$ cat src/pkg/bss_pkg.sv
// Purpose: Shared constants and types for the boot strap sampler.
// Assumes: The core clock runs at 100 MHz.
// Notes:   The strap levels travel together as one packed struct.
package bss_pkg;

	// Core clock period and the capture delay after power-on reset release.
	localparam int unsigned CLK_PERIOD_NS  = 10;
	localparam int unsigned CAPTURE_NS_X10 = 15;   // 1.5 us, written in tenths of a microsecond.
	localparam int unsigned CAPTURE_CYCLES = (CAPTURE_NS_X10 * 100) / CLK_PERIOD_NS;

	// Depth of the pin synchroniser chain.
	localparam int unsigned SYNC_STAGES = 3;

	// Strap pin count and field positions in the pin vectors.
	localparam int unsigned STRAP_COUNT   = 3;
	localparam int unsigned POS_BOOT_HOLD = 0;
	localparam int unsigned POS_SPREAD    = 1;
	localparam int unsigned POS_SIX       = 2;

	// Captured strap levels and their reset values.
	typedef struct packed {
		logic six;
		logic spread_spectrum;
		logic boot_hold;
	} bss_strap_type;

	localparam bss_strap_type STRAP_RESET = '{six: 1'b0, spread_spectrum: 1'b0, boot_hold: 1'b0};

	// Sequence of the sampler.
	typedef enum logic [1:0] {
		BSS_IN_RESET = 2'b00,
		BSS_WAITING  = 2'b01,
		BSS_CAPTURED = 2'b10
	} bss_state_type;

endpackage : bss_pkg

$ cat src/hw/bss_top.sv
// Purpose: Captures the board strap pins once after power-on reset rises, decodes them
//          and then hands the pins over to debug output use.
// Assumes: The straps and the power-on reset pin are asynchronous to clk_i.
// Notes:   The output drivers are gated by the raw reset pin so they release at once.
`timescale 1ns/1ns

module bss_top
	import bss_pkg::*;
#(
	parameter int unsigned CAPTURE_CYCLES_P = CAPTURE_CYCLES
) (
	input  wire logic                   clk_i,
	input  wire logic                   rst_i,
	input  wire logic                   power_on_reset_n_i,
	input  wire logic [STRAP_COUNT-1:0] strap_i,
	input  wire logic [STRAP_COUNT-1:0] debug_data_i,
	input  wire logic [STRAP_COUNT-1:0] debug_en_i,
	output logic      [STRAP_COUNT-1:0] strap_o,
	output logic      [STRAP_COUNT-1:0] strap_oe_o,
	output logic                        init_start_o,
	output logic                        straps_valid_o,
	output logic                        boot_hold_o,
	output logic                        load_main_o,
	output logic                        spread_use_flash_o,
	output logic                        spread_disable_o,
	output logic                        pullup_strap_six_o
);

	// Pipeline width, counter width and the capture count as the checks see it.
	localparam int unsigned SYNC_W = STRAP_COUNT + 1;
	localparam int unsigned CNT_W  = $clog2(CAPTURE_CYCLES_P + 1);
	localparam logic [CNT_W-1:0] CNT_LAST = CNT_W'(CAPTURE_CYCLES_P - 1);
	localparam int CHK_CAP = CAPTURE_CYCLES_P;
	localparam int CHK_GAP = CHK_CAP - 1; // Cycles from the end of the quiet pair to the capture.

	// Synchroniser, filter, sequencer and captured-strap state.
	logic [SYNC_W-1:0] sync1_reg, sync2_reg, sync3_reg;
	logic [SYNC_W-1:0] filt_reg, filt_next;
	bss_state_type     state_reg, state_next;
	logic [CNT_W-1:0]  cnt_reg, cnt_next;
	bss_strap_type     cap_reg, cap_next;
	logic              valid_reg, valid_next;
	logic              start_reg, start_next;
	logic              por_filt;
	bss_strap_type     strap_filt;

	// Three-stage synchroniser on the reset pin and the straps; the first stage feeds only the second.
	always_ff @(posedge clk_i or posedge rst_i) begin
		if (rst_i) begin
			sync1_reg <= '0;
			sync2_reg <= '0;
			sync3_reg <= '0;
		end else begin
			sync1_reg <= {power_on_reset_n_i, strap_i};
			sync2_reg <= sync1_reg;
			sync3_reg <= sync2_reg;
		end
	end

	// A bit only changes once the second and third stages agree, which rejects a metastable glitch.
	generate
		for (genvar g = 0; g < SYNC_W; g++) begin : g_filt
			always_comb begin
				filt_next[g] = (sync2_reg[g] == sync3_reg[g]) ? sync3_reg[g] : filt_reg[g];
			end
		end
	endgenerate

	// Filtered levels start low, the same as a power-on reset pin held low at start-up.
	always_ff @(posedge clk_i or posedge rst_i) begin
		if (rst_i) begin
			filt_reg <= '0;
		end else begin
			filt_reg <= filt_next;
		end
	end

	assign por_filt   = filt_reg[STRAP_COUNT];
	assign strap_filt = bss_strap_type'(filt_reg[STRAP_COUNT-1:0]);

	// Sequencer: a low reset pin holds everything, its rise starts the delay, expiry captures.
	always_comb begin
		state_next = state_reg;
		cnt_next   = cnt_reg;
		cap_next   = cap_reg;
		valid_next = valid_reg;
		start_next = 1'b0;
		if (!por_filt) begin
			state_next = BSS_IN_RESET;
			cnt_next   = '0;
			cap_next   = STRAP_RESET;
			valid_next = 1'b0;
		end else begin
			case (state_reg)
				BSS_IN_RESET: begin
					state_next = BSS_WAITING;
					start_next = 1'b1;
					cnt_next   = '0;
				end
				BSS_WAITING: begin
					if (cnt_reg == CNT_LAST) begin
						cap_next   = strap_filt;
						valid_next = 1'b1;
						state_next = BSS_CAPTURED;
					end else begin
						cnt_next = cnt_reg + CNT_W'(1);
					end
				end
				BSS_CAPTURED: begin
					state_next = BSS_CAPTURED; // Later pin activity is ignored.
				end
				default: begin
					state_next = BSS_IN_RESET;
				end
			endcase
		end
	end

	// Sequencer registers; the core reset returns the block to waiting for a reset pin rise.
	always_ff @(posedge clk_i or posedge rst_i) begin
		if (rst_i) begin
			state_reg <= BSS_IN_RESET;
			cnt_reg   <= '0;
			cap_reg   <= STRAP_RESET;
			valid_reg <= 1'b0;
			start_reg <= 1'b0;
		end else begin
			state_reg <= state_next;
			cnt_reg   <= cnt_next;
			cap_reg   <= cap_next;
			valid_reg <= valid_next;
			start_reg <= start_next;
		end
	end

	// Decoded straps; boot hold and spread spectrum come in both polarities so consumers need no inverter of their own.
	assign boot_hold_o        = cap_reg.boot_hold;
	assign load_main_o        = ~cap_reg.boot_hold;
	assign spread_use_flash_o = cap_reg.spread_spectrum;
	assign spread_disable_o   = ~cap_reg.spread_spectrum;
	assign pullup_strap_six_o = cap_reg.six;
	assign straps_valid_o     = valid_reg;
	assign init_start_o       = start_reg;

	// Pin drivers: the raw reset pin gates the enable so the pins float without a sync delay.
	assign strap_o    = debug_data_i;
	assign strap_oe_o = debug_en_i & {STRAP_COUNT{valid_reg & power_on_reset_n_i}};
endmodule : bss_top

$ cat config.mk
export PLATFORM = sky130hd
export DESIGN_NAME = bss_top
export DESIGN_NICKNAME = d
export VERILOG_FILES = /design/src/pkg/bss_pkg.sv /design/src/hw/bss_top.sv
export SDC_FILE = /design/constraint.sdc
export NUM_CORES = 1
export LEC_CHECK = 0
export ABC_AREA = 1
export ABC_CLOCK_PERIOD_IN_PS = 1250
export BUFFER_PORTS_ARGS = -buffer_cell sky130_fd_sc_hd__buf_4
export CAP_MARGIN = 20
export CORE_MARGIN = 2
export CORE_UTILIZATION = 35
export CTS_BUF_LIST = sky130_fd_sc_hd__clkbuf_4 sky130_fd_sc_hd__clkbuf_8
export DETAILED_ROUTE_END_ITERATION = 8
export PLACE_DENSITY_LB_ADDON = 0.12
export SYNTH_ARGS = -nofsm -noshare
export SYNTH_HDL_FRONTEND = slang
export SYNTH_SLANG_ARGS = --single-unit
$ cat constraint.sdc
create_clock -name clk_i -period 1.25 [get_ports clk_i]
set_input_delay 0.1875 -clock clk_i [delete_from_list [all_inputs] [get_ports clk_i]]
set_output_delay 0.1875 -clock clk_i [all_outputs]
set_load 0.01 [all_outputs]
==> results.toml <==
[floorplan]
die_area_um2 = 4400
io_pins = 25
core_area_um2 = 3690
rows = 22
chipWidth_um = 66.4
fp.dieH_um = 66.4
initial_core_util_pct = 36.9

[routing]
postRouteAntennaNets = 0
dr.pass1.iters = 4
drtIter0Drc = 37
finalWirelength_mm = 2.56
vias = 1029
wl_per_cell_um = 11.5
drc = 0
viasPerCell = 4.61

[timing]
setup-violations-final = 11
tns_ns = -0.256
clock.fmax_mhz = 767
worstMarginPinSlew_ns = 0.385
holdWs_ns = 0.0143
maxSlewViolCount = 0
rsz0062_at_grt = "true"
finClkSkew_ns = 0.00242
finalWorstSetupSlack_ns = -0.0539
hold_violations = 0
relSlewSlack_pct = 74.3
fin_crit_sh_pct = 104
fin_crit_ns = 1.30

[place]
dp.cells = 212
placement.io_buffers = 18
routabilityCongestion = 0.756
dp_worst_setup_slack_ns = -0.0125
hpwl_mm = 1.90
postPlaceCellArea_um2 = 1630

[critical_path]
worstSetupPathType = "reg2reg"
critPathLaunchType = "flop"
end_kind = "flop"
worstRegToRegCells = 8
crit_fanout = 7
r2r_slack_ns = -0.05
cp.arrival_ns = 1.47
critPathRequiredTime_ns = 1.42

[global_route]
grt_overflow = 0
first_global_vias = 1133
grt_pass1_wl_mm = 4.74
grt_max_degree = 32
grtUsageTotal_pct = 14.4
antenna_found_initial = 0

[job]
drv_cap = 0

[synth]
synth_nets = 156
syn_area_um2 = 1360
syn_inst = 140
syn_avg_cell_area_um2 = 9.72
seq_area_frac_synth_pct = 57.0
ys_types = 21
ys_ff_latch = 31
synth_warnings = 0

[final_layout]
largest_reg_flops = 8
postLayoutCoreUtil_pct = 48.4
drive_above_1_share_pct = 36.0
area_growth_pct = 31.2
insertedDiodeCount = 0
final_area_um2 = 1790
instances_no_fill = 223
fill_cells = 374
layout.nets = 190

[clock_tree]
cts_max_level = 2
cts_max_path_buffers = 2
cts.sink_count = 31
clk_pin_slew_worst_paths_ns = 0.06
insertion_delay_ns = 0.28
postCtsSetupRepairBufs = 0
cts_tree = "done"
cts-root-buf = "clkbuf_8"
numCtsBuffers = 5

[worst_hold_path]
min_path_cells = 1
hold_path.class = "in2reg"

[pwr]
power_density_nw_per_um2 = 1430
vdd_drop_max_v = 0.000841
leakagePower_nw = 0.839
report.power.total_mw = 2.55

[run_status]
violations = "negative setup slack"
status = "finished, violations left"
[cells in the mapped netlist (all sizes together)]
library cell / instances / share of area, %
o21ai: 14 / 6.0
nor2: 10 / 3.9
maj3: 4 / 2.9
dfrtp: 31 / 57
nand4: 5 / 2.3
inv: 24 / 6.8
ha: 4 / 3.7
or2: 1 / 0.46
buf: 5 / 2.3
nand2: 30 / 9.2
nand3b: 1 / 0.55
nand3: 11 / 5.0
[routing by layer]
metal	global-route usage [%]	part of all wire [%]	vias to the layer above
met4	5.36	1.3	0
met5	0	0	-
li1	-	-	507
met3	4.09	3.4	4
met2	25.6	53	14
met1	16.3	43	504
[worst paths after layout]
kind,start,end
worst max-delay path,state_reg[0],cnt_reg[4]
worst min-delay path,strap_i[2],sync1_reg[2]
worst max register to register,state_reg[0],cnt_reg[4]
worst min register to register,sync1_reg[1],sync2_reg[1]
max in group asynchronous,rst_i,cnt_reg[6]
min in group asynchronous,rst_i,init_start_o
[logic make-up after synthesis]
kind of cell             synth area share [%]
AND/OR/NAND/NOR                          21.3
buffers and inverters                    9.10
AO/OA/AOI/OAI                            5.97
flip-flops                               57.0
adder cells (fa/ha/maj)                  6.62
[repair_timing]
action | in CTS | in global routing
hold endpoints to repair | 16 | 2
hold buffers | 1 | 2
endpoints found under the setup margin | 7 | 14
pin swaps | 0 | 4
resized for setup | 5 | 16
[worst max-delay path: stages (launching register included)]
cell     delay (ns)
dfrtp_1        0.38
inv_1          0.07
ha_1           0.21
nor2_1         0.10
nand2_1        0.15
nand2_8        0.15
inv_8          0.05
nand2_2        0.05
o21ai_2        0.04
[cell type report]
cell class,instances,area (um^2),area share (%)
timing repair buffer,32,251,14.1
sequential,31,776,43.4
inverter,24,97.6,5.46
multi-input combinational,80,513,28.7
tap,48,60.1,3.36
clock inverter,2,12.5,0.700
clock buffer,6,76.3,4.27
[cells in the final DEF (no fill, tap or decap), drive strengths merged]
cell         Yosys  final
clkbuf           0      6
buf              5     29
nand2           30     30
dfrtp           31     31
maj3             4      4
clkinv           0      1
ha               4      4
clkinvlp         0      1
nand3b           1      1
dlygate4sd3      0      3
or2              1      1
o21ai           14     14
nor2            10     10
nand4            5      5
nand3           11     11
inv             24     24
[report_power, final]
group	switching, mW	internal [mW]
clock network	0.353	0.409
registers	0.0549	1.10
logic	0.372	0.261
total	0.780	1.77
No activity file was read; power rests on OpenSTA's default activity.
